[src/rtl/stcd_regs.svh]
`ifndef STCD_REGS_SVH
`define STCD_REGS_SVH

// ----------------------------------------------------------------
// Active configuration locations (page, byte lane)
// ----------------------------------------------------------------
`define STCD_PG_INPUT     8'h2C
`define STCD_LN_INPUT     2'h0
`define STCD_PG_RADIO     8'h2C
`define STCD_LN_RADIO     2'h1
`define STCD_PG_BLE       8'h30
`define STCD_LN_BLE       2'h0
`define STCD_PG_CHAN      8'h32
`define STCD_PG_USR_LO    8'h34
`define STCD_PG_USR_HI    8'h35

// ----------------------------------------------------------------
// Field positions
// ----------------------------------------------------------------
`define STCD_IN_POL       0
`define STCD_IN_AUXA_DIS  1
`define STCD_IN_AUXB_DIS  2
`define STCD_RD_PROTO     0
`define STCD_RD_PWR       4
`define STCD_BT_PLAN_HI   2
`define STCD_BT_RATE      3
`define STCD_BT_SPACING   4
`define STCD_BT_ADDR      5
`define STCD_BT_ENC       6

// ----------------------------------------------------------------
// Writable bit masks and reset values
// ----------------------------------------------------------------
`define STCD_MASK_INPUT   8'h07
`define STCD_MASK_RADIO   8'h11
`define STCD_MASK_BLE     8'h7F
`define STCD_RST_CFG      8'h00
`define STCD_RST_CH1      7'h25
`define STCD_RST_CH2      7'h26
`define STCD_RST_CH3      7'h27
`define STCD_RST_USR      8'h00

`endif

[src/rtl/stcd_pkg.sv]
package stcd_pkg;

    // Pin order in the synchroniser vectors
    typedef enum logic [1:0] {
        STCD_PIN_AWAY   = 2'b00,
        STCD_PIN_TOWARD = 2'b01,
        STCD_PIN_AUXA   = 2'b10,
        STCD_PIN_AUXB   = 2'b11
    } stcd_pin_t;

    // Whole state of the decoder
    typedef struct packed {
        logic [3:0]       s1;
        logic [3:0]       s2;
        logic [3:0]       s3;
        logic [3:0]       stab;
        logic [7:0]       input_setup;
        logic [7:0]       radio_setup;
        logic [7:0]       ble_transmit_setup;
        logic [2:0][6:0]  chan;
        logic [7:0][7:0]  usr;
        logic [7:0]       rd_data;
        logic             press;
        logic             release_ev;
        logic             auxa;
        logic             auxb;
        logic             proto_zgp;
        logic             pwr_low;
        logic             rate_2m;
        logic             spacing_10ms;
        logic             addr_rpa;
        logic             enc_user;
        logic             comm_adv;
        logic [1:0]       comm_cnt;
        logic             data_adv;
        logic [1:0]       data_cnt;
        logic             plan_rsvd;
        logic [7:0]       status_val;
    } stcd_state_t;

endpackage : stcd_pkg

[src/rtl/stcd_chan_plan.sv]
`timescale 1ns/10ps
`default_nettype none
`include "stcd_regs.svh"

module stcd_chan_plan
    import stcd_pkg::*;
(
    input  wire logic [2:0] plan,
    output logic            comm_adv,
    output logic [1:0]      comm_cnt,
    output logic            data_adv,
    output logic [1:0]      data_cnt,
    output logic            plan_rsvd
);

    // --------------------------------------------------------------
    // Channel plan decode; count is custom channels from the first
    // --------------------------------------------------------------
    always_comb begin
        comm_adv  = 1'b1;
        comm_cnt  = 2'h0;
        data_adv  = 1'b1;
        data_cnt  = 2'h0;
        plan_rsvd = 1'b0;
        case (plan)
            3'h0: begin
                data_adv = 1'b1;
            end
            3'h1: begin
                data_adv = 1'b0;
                data_cnt = 2'h3;
            end
            3'h2: begin
                data_adv = 1'b0;
                data_cnt = 2'h2;
            end
            3'h3: begin
                data_adv = 1'b0;
                data_cnt = 2'h1;
            end
            3'h4: begin
                comm_adv = 1'b0;
                comm_cnt = 2'h3;
                data_adv = 1'b0;
                data_cnt = 2'h3;
            end
            3'h5: begin
                comm_adv = 1'b0;
                comm_cnt = 2'h2;
                data_adv = 1'b0;
                data_cnt = 2'h2;
            end
            3'h6: begin
                comm_adv = 1'b0;
                comm_cnt = 2'h1;
                data_adv = 1'b0;
                data_cnt = 2'h1;
            end
            default: begin
                // Reserved code falls back to the advertising channels
                plan_rsvd = 1'b1;
            end
        endcase
    end

endmodule : stcd_chan_plan
`default_nettype wire

[src/rtl/stcd_top.sv]
`timescale 1ns/10ps
`default_nettype none
`include "stcd_regs.svh"

// What this block does
// Polarity 0: away is press, toward release
// Polarity 1: press and release swapped
// Disable bit forces contact A unconnected
// Disable bit forces contact B unconnected
// Writer keeps reserved bits at zero
// All three settings reset to zero
// Protocol bit picks first or second telegram
// Power bit selects +4 or 0 dBm
// Plan 000: everything on advertising channels
// Plans 001-011: data on custom channels
// Plans 100-110: all on custom channels
// Rate bit selects 1 or 2 Mbit/s
// Spacing bit selects 20 or 10 ms
// Address bit selects static or private address
// Encoding bit selects standard or user values
// Run from active settings; reader only reads
// Custom channels reset to 0x25, 0x26, 0x27
// User value indexed by current input status
// Radio, plan and status outputs change only at input events
module stcd_top
    import stcd_pkg::*;
(
    input  wire logic       clk_sys,
    input  wire logic       rstn,
    input  wire logic       spring_away_pin,
    input  wire logic       spring_toward_pin,
    input  wire logic       aux_contact_a_pin,
    input  wire logic       aux_contact_b_pin,
    input  wire logic       tx_busy,
    input  wire logic       upd_we,
    input  wire logic [7:0] upd_page,
    input  wire logic [1:0] upd_lane,
    input  wire logic [7:0] upd_data,
    input  wire logic [7:0] nfc_rd_page,
    input  wire logic [1:0] nfc_rd_lane,
    output logic [7:0]      nfc_rd_data,
    output logic            press_evt,
    output logic            release_evt,
    output logic            aux_a_conn,
    output logic            aux_b_conn,
    output logic            proto_zgp,
    output logic            tx_pwr_low,
    output logic            air_rate_2m,
    output logic            spacing_10ms,
    output logic            addr_rpa,
    output logic            status_user,
    output logic            comm_on_adv,
    output logic [1:0]      comm_custom_cnt,
    output logic            data_on_adv,
    output logic [1:0]      data_custom_cnt,
    output logic            plan_reserved,
    output logic [6:0]      custom_channel_one,
    output logic [6:0]      custom_channel_two,
    output logic [6:0]      custom_channel_three,
    output logic [7:0]      status_value
);

    stcd_state_t st_r;
    stcd_state_t st_nxt;
    logic        away_ev;
    logic        toward_ev;
    logic        take_ev;
    logic [2:0]  stat_idx;
    logic [7:0]  user_val;
    logic        pl_comm_adv;
    logic [1:0]  pl_comm_cnt;
    logic        pl_data_adv;
    logic [1:0]  pl_data_cnt;
    logic        pl_rsvd;

    // ----------------------------------------------------------------
    // Channel plan decode of the live setting
    // ----------------------------------------------------------------
    stcd_chan_plan stcd_chan_plan_inst (
        .plan      (st_r.ble_transmit_setup[`STCD_BT_PLAN_HI:0]),
        .comm_adv  (pl_comm_adv),
        .comm_cnt  (pl_comm_cnt),
        .data_adv  (pl_data_adv),
        .data_cnt  (pl_data_cnt),
        .plan_rsvd (pl_rsvd)
    );

    // ----------------------------------------------------------------
    // Next state
    // ----------------------------------------------------------------
    always_comb begin
        st_nxt = st_r;
        // Three-stage synchroniser; only stages two and three judge a change
        st_nxt.s1 = {aux_contact_b_pin, aux_contact_a_pin, spring_toward_pin, spring_away_pin};
        st_nxt.s2 = st_r.s1;
        st_nxt.s3 = st_r.s2;
        for (int i = 0; i < 4; i++) begin
            if (st_r.s2[i] == st_r.s3[i]) begin
                st_nxt.stab[i] = st_r.s3[i];
            end
        end
        away_ev   = st_nxt.stab[STCD_PIN_AWAY] & ~st_r.stab[STCD_PIN_AWAY];
        toward_ev = st_nxt.stab[STCD_PIN_TOWARD] & ~st_r.stab[STCD_PIN_TOWARD];
        // Press direction follows the polarity bit
        if (st_r.input_setup[`STCD_IN_POL]) begin
            st_nxt.press      = toward_ev;
            st_nxt.release_ev = away_ev;
        end else begin
            st_nxt.press      = away_ev;
            st_nxt.release_ev = toward_ev;
        end
        // A disabled contact always reads as not connected
        st_nxt.auxa = st_r.stab[STCD_PIN_AUXA] & ~st_r.input_setup[`STCD_IN_AUXA_DIS];
        st_nxt.auxb = st_r.stab[STCD_PIN_AUXB] & ~st_r.input_setup[`STCD_IN_AUXB_DIS];
        // Index: contacts plus release flag, so idle contacts and press give 0
        stat_idx = {st_nxt.auxb, st_nxt.auxa, st_nxt.release_ev};
        user_val = st_r.usr[stat_idx];
        // Snapshot only at an accepted event so a telegram in flight sees
        // one consistent setting; events during a busy transmitter still pulse but take no snapshot
        take_ev = (st_nxt.press | st_nxt.release_ev) & ~tx_busy;
        if (take_ev) begin
            st_nxt.proto_zgp    = st_r.radio_setup[`STCD_RD_PROTO];
            st_nxt.pwr_low      = st_r.radio_setup[`STCD_RD_PWR];
            st_nxt.rate_2m      = st_r.ble_transmit_setup[`STCD_BT_RATE];
            st_nxt.spacing_10ms = st_r.ble_transmit_setup[`STCD_BT_SPACING];
            st_nxt.addr_rpa     = st_r.ble_transmit_setup[`STCD_BT_ADDR];
            st_nxt.enc_user     = st_r.ble_transmit_setup[`STCD_BT_ENC];
            st_nxt.comm_adv     = pl_comm_adv;
            st_nxt.comm_cnt     = pl_comm_cnt;
            st_nxt.data_adv     = pl_data_adv;
            st_nxt.data_cnt     = pl_data_cnt;
            st_nxt.plan_rsvd    = pl_rsvd;
            st_nxt.status_val   = st_r.ble_transmit_setup[`STCD_BT_ENC] ?
                                  user_val : {5'h00, stat_idx};
        end
        // Update path from the configuration process; reserved bits dropped
        if (upd_we) begin
            if (upd_page == `STCD_PG_INPUT && upd_lane == `STCD_LN_INPUT) begin
                st_nxt.input_setup = upd_data & `STCD_MASK_INPUT;
            end
            if (upd_page == `STCD_PG_RADIO && upd_lane == `STCD_LN_RADIO) begin
                st_nxt.radio_setup = upd_data & `STCD_MASK_RADIO;
            end
            if (upd_page == `STCD_PG_BLE && upd_lane == `STCD_LN_BLE) begin
                st_nxt.ble_transmit_setup = upd_data & `STCD_MASK_BLE;
            end
            if (upd_page == `STCD_PG_CHAN && upd_lane != 2'h3) begin
                st_nxt.chan[upd_lane] = upd_data[6:0];
            end
            if (upd_page == `STCD_PG_USR_LO || upd_page == `STCD_PG_USR_HI) begin
                st_nxt.usr[{upd_page[0], upd_lane}] = upd_data;
            end
        end
        // Reader port has no write path; unmapped bytes read zero
        st_nxt.rd_data = 8'h00;
        case (nfc_rd_page)
            `STCD_PG_INPUT: begin
                if (nfc_rd_lane == `STCD_LN_INPUT) begin
                    st_nxt.rd_data = st_r.input_setup;
                end else if (nfc_rd_lane == `STCD_LN_RADIO) begin
                    st_nxt.rd_data = st_r.radio_setup;
                end
            end
            `STCD_PG_BLE: begin
                if (nfc_rd_lane == `STCD_LN_BLE) begin
                    st_nxt.rd_data = st_r.ble_transmit_setup;
                end
            end
            `STCD_PG_CHAN: begin
                if (nfc_rd_lane != 2'h3) begin
                    st_nxt.rd_data = {1'b0, st_r.chan[nfc_rd_lane]};
                end
            end
            `STCD_PG_USR_LO, `STCD_PG_USR_HI: begin
                st_nxt.rd_data = st_r.usr[{nfc_rd_page[0], nfc_rd_lane}];
            end
            default: begin
                st_nxt.rd_data = 8'h00;
            end
        endcase
    end

    // ----------------------------------------------------------------
    // State register
    // ----------------------------------------------------------------
    always_ff @(posedge clk_sys or negedge rstn) begin
        if (!rstn) begin
            st_r                    <= '0;
            st_r.input_setup        <= `STCD_RST_CFG;
            st_r.radio_setup        <= `STCD_RST_CFG;
            st_r.ble_transmit_setup <= `STCD_RST_CFG;
            st_r.chan[0]            <= `STCD_RST_CH1;
            st_r.chan[1]            <= `STCD_RST_CH2;
            st_r.chan[2]            <= `STCD_RST_CH3;
            st_r.usr                <= {8{`STCD_RST_USR}};
            st_r.comm_adv           <= 1'b1;
            st_r.data_adv           <= 1'b1;
        end else begin
            st_r <= st_nxt;
        end
    end

    // ----------------------------------------------------------------
    // Outputs, all straight from the state register
    // ----------------------------------------------------------------
    assign nfc_rd_data          = st_r.rd_data;
    assign press_evt            = st_r.press;
    assign release_evt          = st_r.release_ev;
    assign aux_a_conn           = st_r.auxa;
    assign aux_b_conn           = st_r.auxb;
    assign proto_zgp            = st_r.proto_zgp;
    assign tx_pwr_low           = st_r.pwr_low;
    assign air_rate_2m          = st_r.rate_2m;
    assign spacing_10ms         = st_r.spacing_10ms;
    assign addr_rpa             = st_r.addr_rpa;
    assign status_user          = st_r.enc_user;
    assign comm_on_adv          = st_r.comm_adv;
    assign comm_custom_cnt      = st_r.comm_cnt;
    assign data_on_adv          = st_r.data_adv;
    assign data_custom_cnt      = st_r.data_cnt;
    assign plan_reserved        = st_r.plan_rsvd;
    assign custom_channel_one   = st_r.chan[0];
    assign custom_channel_two   = st_r.chan[1];
    assign custom_channel_three = st_r.chan[2];
    assign status_value         = st_r.status_val;

    // ----------------------------------------------------------------
    // Checks
    // ----------------------------------------------------------------
    pol_std_a: assert property (@(posedge clk_sys) disable iff (!rstn)
        away_ev && !st_r.input_setup[0] |=> press_evt && !release_evt)
        else $error("away movement not taken as press");
    pol_inv_a: assert property (@(posedge clk_sys) disable iff (!rstn)
        away_ev && st_r.input_setup[0] |=> release_evt && !press_evt)
        else $error("inverted polarity not applied");
    aux_a_off_a: assert property (@(posedge clk_sys) disable iff (!rstn)
        st_r.input_setup[1] |=> !aux_a_conn)
        else $error("disabled contact A seen connected");
    aux_b_off_a: assert property (@(posedge clk_sys) disable iff (!rstn)
        st_r.input_setup[2] |=> !aux_b_conn)
        else $error("disabled contact B seen connected");
    proto_snap_a: assert property (@(posedge clk_sys) disable iff (!rstn)
        take_ev |=> proto_zgp == $past(st_r.radio_setup[0]) &&
                    tx_pwr_low == $past(st_r.radio_setup[4]))
        else $error("radio settings not captured at event");
    plan_adv_a: assert property (@(posedge clk_sys) disable iff (!rstn)
        take_ev && st_r.ble_transmit_setup[2:0] == 3'h0 |=> comm_on_adv && data_on_adv)
        else $error("plan zero left advertising channels");
    plan_one_a: assert property (@(posedge clk_sys) disable iff (!rstn)
        take_ev && st_r.ble_transmit_setup[2:0] == 3'h6
        |=> !comm_on_adv && comm_custom_cnt == 2'h1 && data_custom_cnt == 2'h1)
        else $error("plan six not on first custom channel");
    user_val_a: assert property (@(posedge clk_sys) disable iff (!rstn)
        take_ev && st_r.ble_transmit_setup[6] |=> status_value == $past(user_val))
        else $error("user status value not selected");
    hold_cfg_a: assert property (@(posedge clk_sys) disable iff (!rstn)
        !take_ev |=> $stable(proto_zgp) && $stable(air_rate_2m) && $stable(status_value))
        else $error("decoded setting changed between events");
    nfc_read_a: assert property (@(posedge clk_sys) disable iff (!rstn)
        nfc_rd_page == 8'h2C && nfc_rd_lane == 2'h0 |=> nfc_rd_data == $past(st_r.input_setup))
        else $error("reader port returned wrong byte");

endmodule : stcd_top
`default_nettype wire

[config.mk]
export PLATFORM = sky130hd
export DESIGN_NAME = stcd_top
export DESIGN_NICKNAME = d
export VERILOG_FILES = /design/src/rtl/stcd_pkg.sv /design/src/rtl/stcd_chan_plan.sv /design/src/rtl/stcd_top.sv
export VERILOG_INCLUDE_DIRS = /design/src /design/src/rtl
export SDC_FILE = /design/constraint.sdc
export NUM_CORES = 1
export LEC_CHECK = 0
export ABC_AREA = 1
export BUFFER_PORTS_ARGS = -buffer_cell sky130_fd_sc_hd__buf_2
export CORE_AREA = 2 2 182 95
export DETAILED_ROUTE_END_ITERATION = 8
export DIE_AREA = 0 0 184 97
export PLACE_DENSITY = 0.74
export SYNTH_ARGS = -nofsm -noshare
export SYNTH_HDL_FRONTEND = slang
export SYNTH_SLANG_ARGS = --single-unit
[constraint.sdc]
create_clock -name clk_sys -period 2.1 [get_ports clk_sys]
set_clock_uncertainty 0.1 [all_clocks]
set_input_delay 0.21 -clock clk_sys [delete_from_list [all_inputs] [get_ports clk_sys]]
set_output_delay 0.21 -clock clk_sys [all_outputs]
set_load 0.01 [all_outputs]
==> impl_metrics.toml, run 1 <==
[logic_synthesis]
synth.distinct_cells = 31
synth_largest_area_cell = "dfrtp_1"
netlist_instances = 903
yosys.cell_count.top_type = "nand2_1"
synthTopCellsByCount = "250 x nand2_1, 137 x o21ai_0, 134 x dfrtp_1"
synth_area_um2 = 7166
synth_edf_count = 0
netlist_top_cells_area = "dfrtp_1 47%, nand2_1 13%, o21ai_0 9.6%"
yosysTopAreaCellShare = 0.4680
synth.avg_cell_area_um2 = 7.935
yosysSeqAreaShare = 0.5120
synthArstFlopShare = 1.000
synth_flop_cell = "dfrtp_1"
syn_nets = 939
ys_ff_latch = 146
ys_warn_count = 0

[place]
gp_congestion = 0.9493
dp_hpwl_um = 15430
port_buffers = 89
pre_cts_ws_ns = 0.1585
dp_cells = 1155

[clock_network]
cts_tree = "built"
htree_levels = 4
root_buffer = "clkbuf_16"
path_clk_slew_ns = 0.06
cts_sinks = 146
cts_max_path_buffers = 2
postCtsSetupRepairBufs = 0
clkLatencyLatePin_ns = 0.42
cts_buffers = 17

[grt]
grt_pass1_wl_um = 33240
grt_use_total = 0.2479
grt_start_max_net_pins = 58
antenna_found_initial = 0
grt_pass1_vias = 5861
grt_overflow = 0

[sta]
layout_setup_ws_ns = 0.2730
rsz0062_at_grt = "false"
period_share = 0.8700
drv_slew = 0
fmax_ghz = 0.5473
timing.final.hold_violations = 0
tightest_slew_ns = 0.5669
fin_crit_ns = 1.827
max-slew-margin-rel = 0.6216
finalSetupViolations = 0
tns_ns = 0

[die]
ios = 90
die_h_um = 97
dieArea_um2 = 17850
initial_core_util = 0.4450
core_um2 = 16100
row_count = 33
die_x_um = 184

[final_layout]
drive_gt1_frac = 0.1711
nets = 1012
synthToLayoutAreaGrowth_pct = 17.43
post-route-util = 0.5225
antenna_cells = 0
finalNonFillerCells = 1198

[critical_path]
critPathArrivalTime_ns = 2.04
r2r.worst_path.cells = 10
endpoint_kind = "flip-flop"
path_max_fanout = 23
worstSetupPathType = "flip-flop to flip-flop"
cp-start-kind = "flip-flop"
required_ns = 2.31

[detailed_routing]
vias_per_cell = 5.376
drc = 0
first_pass_iters = 6
routed_wl_um = 21420
first_iter_violations = 932
ant_nets = 0
vias = 6441
wl_per_cell_um = 17.88

[job]
maxCapViolations = 0

[power_and_ir_drop]
ir_drop_uv = 595.8
powerDensity_nw_per_um2 = 799.0
power.total_mw = 6.723
power.leakage_nw = 4.072

[hold_path]
hp-class = "input port to flip-flop"
hold_depth = 4

[status]
status = "completed"
==> power by group <==
part           switching [mW]  internal [mW]  total [mW]
registers              0.0590           2.91        2.97
logic                   0.437          0.218       0.656
clock network            1.21           1.89        3.10
total                    1.70           5.02        6.72
==> worst paths after layout <==
check                                            from                           to  slack, ns
worst max register to register  st_nxt[147]$_DFF_PN0_  status_value[7]$_DFFE_PN0P_       0.27
worst max-delay path            st_nxt[147]$_DFF_PN0_  status_value[7]$_DFFE_PN0P_       0.27
min in group asynchronous                        rstn          st_r[142]$_DFF_PN0_       0.18
worst min register to register  st_nxt[151]$_DFF_PN0_        st_nxt[147]$_DFF_PN0_       0.25
worst min-delay path                   nfc_rd_page[0]     nfc_rd_data[7]$_DFF_PN0_       0.06
max in group asynchronous                        rstn      comm_on_adv$_DFFE_PN1P_       1.00
==> state kept, by name, indices dropped and copies added (netlist names), 2 cells and up <==
| register | cells |
|---|---|
| custom_channel_three | 7 |
| data_custom_cnt | 2 |
| nfc_rd_data | 8 |
| comm_custom_cnt | 2 |
| status_value | 8 |
| st_r | 84 |
| st_nxt | 8 |
| custom_channel_two | 7 |
| custom_channel_one | 7 |
==> metrics by stage <==
| step | hold slack (ns) | area [µm²] |
|---|---|---|
| after detailed placement | 0.06182 | 7692 |
| after global routing | 0.08091 | 8414 |
| after floorplan | -0.1856 | 7166 |
| final | 0.06495 | 8414 |
| after CTS | 0.04485 | 8414 |
| after global placement | 0.06071 | 7692 |
==> what timing repair did <==
| item | in CTS | in global routing |
|---|---|---|
| resized for setup | 0 | 0 |
| hold endpoints to repair | 69 | 0 |
| hold buffers | 12 | 0 |
==> worst max-delay path, stage by stage (launching register included) <==
cell     delay (ns)
dfrtp_1        0.38
nand2_1        0.09
nor2_1         0.15
nand2_1        0.15
nand2_1        0.14
buf_12         0.18
nand2_1        0.06
nand3_1        0.08
nand3_1        0.19
nand3_1        0.14
nand2_1        0.06
==> metal layers <==
metal | track usage | vias to the layer above | share of wire
met1 | 0.3877 | 2983 | 0.46
met3 | 0.1201 | 36 | 0.16
met4 | 0.05292 | 0 | 0.010
met5 | 0 | - | 0
li1 | - | 3032 | -
met2 | 0.2978 | 390 | 0.37
==> cells by family after synthesis <==
family                   count (synthesis)  share of synthesized area
AO/OA/AOI/OAI                          180                     0.1346
XOR/XNOR                                 1                   0.001223
adder cells (fa/ha/maj)                  3                   0.004191
buffers and inverters                  189                     0.1221
flip-flops                             146                     0.5120
AND/OR/NAND/NOR                        384                     0.2259
==> cell type report <==
class	count	area (µm²)
fillers	1490	7689
flip-flops and latches	146	3669
multi-input cells	568	2623
repair buffers	132	842.1
clock buffers	18	439.2
inverters	111	416.7
well taps	210	262.8
clock inverters	13	162.7
==> cells in the final DEF (no fill, tap or decap), types with 2 or more instances in the layout <==
cell type,count
inv_2,2
clkinvlp_4,3
clkinv_4,4
buf_2,88
buf_12,3
buf_4,28
o21ai_0,137
a21oi_1,21
bufinv_16,3
dfrtp_1,134
inv_1,108
nand4_1,9
maj3_1,3
dfstp_2,12
o221ai_1,9
dlygate4sd3_1,12
o22ai_1,4
clkbuf_16,17
nand2_1,250
clkinv_2,3
and3_1,2
nand3_1,85
nor2_1,32
o211ai_1,5
(Power assumes the default switching activity.)
==> run 2, diff against run 1 <==
--- a/config.mk
+++ b/config.mk
@@ -12,6 +12,7 @@
 export DETAILED_ROUTE_END_ITERATION = 8
 export DIE_AREA = 0 0 184 97
 export PLACE_DENSITY = 0.74
+export RECOVER_POWER = 100
 export SYNTH_ARGS = -nofsm -noshare
 export SYNTH_HDL_FRONTEND = slang
 export SYNTH_SLANG_ARGS = --single-unit
==> run 2 against run 1 <==
  * Sequential share of layout area grew 0.87 points
  * Cell area down 2.0%
  * Sequential power about the same
  * Die area did not move
  * Global-route usage unchanged
==> impl_metrics.toml, run 2 (synthesized netlist as in run 1, its figures left out) <==
[status]
status = "completed"

[grt]
grt_pass1_wl_um = 33240
grt_start_max_net_pins = 58
grt_pass1_vias = 5861
antenna_found_initial = 0
grt_overflow = 0
grt_use_total = 0.2479

[power_and_ir_drop]
switchingPower_mw = 1.698
clkPwrFrac = 0.462
power.leakage_nw = 3.848
powerDensity_nw_per_um2 = 811.5
p_sw_frac = 0.2537
seq_power_share = 0.444
p_int_mw = 4.996
combPwrFrac = 0.094
ir_drop_uv = 587.1

[final_layout]
mostFrequentLayoutCells = "250 x nand2_1, 137 x o21ai_0, 134 x dfrtp_1, 110 x inv_1, 85 x nand3_1"
post-route-util = 0.5123
regMostFlops = "st_r"
nets = 1012
antenna_cells = 0
drive_gt1_frac = 0.09615
final_common_cell = "nand2_1"
synthToLayoutAreaGrowth_pct = 15.12
largest_register_ffs = 84

[place]
dp_hpwl_um = 15430
port_buffers = 89
gp_congestion = 0.9493

[detailed_routing]
first_iter_violations = 958
vias_per_cell = 5.434
ant_nets = 0
vias = 6510
first_pass_iters = 5
routed_wl_um = 21480
wl_per_cell_um = 17.93
drc = 0

[die]
initial_core_util = 0.4450
die_x_um = 184
core_um2 = 16100
die_h_um = 97
dieArea_um2 = 17850
ios = 90
row_count = 33

[clock_network]
path_clk_slew_ns = 0.06
cts_tree = "built"
htree_levels = 4
clkLatencyLatePin_ns = 0.42
root_buffer = "clkbuf_16"
cts_max_path_buffers = 2
postCtsSetupRepairBufs = 0
cts_buffers = 17
cts_sinks = 146

[critical_path]
r2r_end = "status_value[0]$_DFFE_PN0P_"
critPathArrivalTime_ns = 2.15
cp-start-kind = "flip-flop"
crit_chain = "nor2_1 > inv_1 > o21ai_0 > nand3_1 > nand2_1 > nand3_1 > nand2_1"
path_max_fanout = 15
required_ns = 2.36
worstSetupPathType = "flip-flop to flip-flop"
endpoint_kind = "flip-flop"
cpPeakStageDelay_ns = 0.41
r2r.worst_path.cells = 7
reg2reg_from = "st_r[135]$_DFFE_PN0P_"
reg2reg_slack_ns = 0.21
crit_slowest_cell = "dfrtp_1"

[sta]
finalSetupViolations = 0
drv_slew = 0
tns_ns = 0
timing.final.hold_violations = 0
fmax_ghz = 0.5279
rsz0062_at_grt = "false"
max-slew-margin-rel = 0.2478
period_share = 0.9021
tightest_slew_ns = 1.128
fin_crit_ns = 1.894

[job]
maxCapViolations = 0

[hold_path]
hold_depth = 4
hp-start = "nfc_rd_page[0]"
holdPathEnd = "nfc_rd_data[7]$_DFF_PN0_"
hp-class = "input port to flip-flop"
run 2: cell count changes in the layout (fill, tap and decap cells not counted), sizes merged:
cell    before  now
clkbuf      18   88
buf        120   50
run 2: layer usage:
metal  up-vias  routed length, µm  track usage
met1      3041               9918       0.3877
met2       428               8036       0.2978
met4         0                125      0.05292
met3        16               3402       0.1201
li1       3025                  -            -
met5         -                  0            0
run 2: how the worst max path moves through the flow:
stage	from	end	slack (ns)
floorplan	st_r[135]$_DFFE_PN0P_	status_value[0]$_DFFE_PN0P_	0.54
global placement	upd_page[0]	custom_channel_one[4]$_DFFE_PN0P_	0.27
detailed placement	upd_page[7]	custom_channel_one[6]$_DFFE_PN0P_	0.16
CTS	st_nxt[147]$_DFF_PN0_	status_value[7]$_DFFE_PN0P_	0.30
global route	upd_page[0]	custom_channel_one[1]$_DFFE_PN0P_	0.06
finish	st_r[135]$_DFFE_PN0P_	status_value[0]$_DFFE_PN0P_	0.21
run 2: power groups by stage:
stage	Combinational (mW)	Clock, mW	Sequential (mW)
after detailed placement	0.625	0	3.02
final	0.629	3.09	2.97
after CTS	0.645	3.13	2.97
after global placement	0.619	0	3.01
after global routing	0.694	3.27	2.98
after floorplan	0.350	0	3.01
run 2: area by class of cell:
| class | count | area, µm² |
|---|---|---|
| Clock buffer | 18 | 439.2 |
| Clock inverter | 13 | 162.7 |
| Fill cell | 1527 | 7854 |
| Inverter | 111 | 416.7 |
| Multi-Input combinational cell | 568 | 2591 |
| Sequential cell | 146 | 3669 |
| Tap cell | 210 | 262.8 |
| Timing Repair Buffer | 132 | 708.2 |
run 2: critical path, delay by kind of cell (launching register included):
kind                   cells  cell delay [ns]
flip-flops                 1             0.41
buffers and inverters      1             0.29
AND/OR/NAND/NOR            5             0.62
AO/OA/AOI/OAI              1             0.40
run 2: per-stage QoR:
step	area (µm²)	power [mW]	worst slack (ns)	hold WS, ns	cells
after global routing	8249	6.941	0.06297	0.08091	1198
after CTS	8414	6.746	0.3012	0.04485	1198
after global placement	7692	3.634	0.2682	0.06071	1155
after floorplan	7166	3.360	0.5427	-0.1856	903
final	8249	6.694	0.2057	0.06628	1198
after detailed placement	7692	3.643	0.1585	0.06182	1155
run 2: timing repair:
| action | in CTS | in global routing |
|---|---|---|
| hold buffers | 12 | 0 |
| endpoints found under the hold margin | 69 | 0 |
| resized for setup | 0 | 0 |
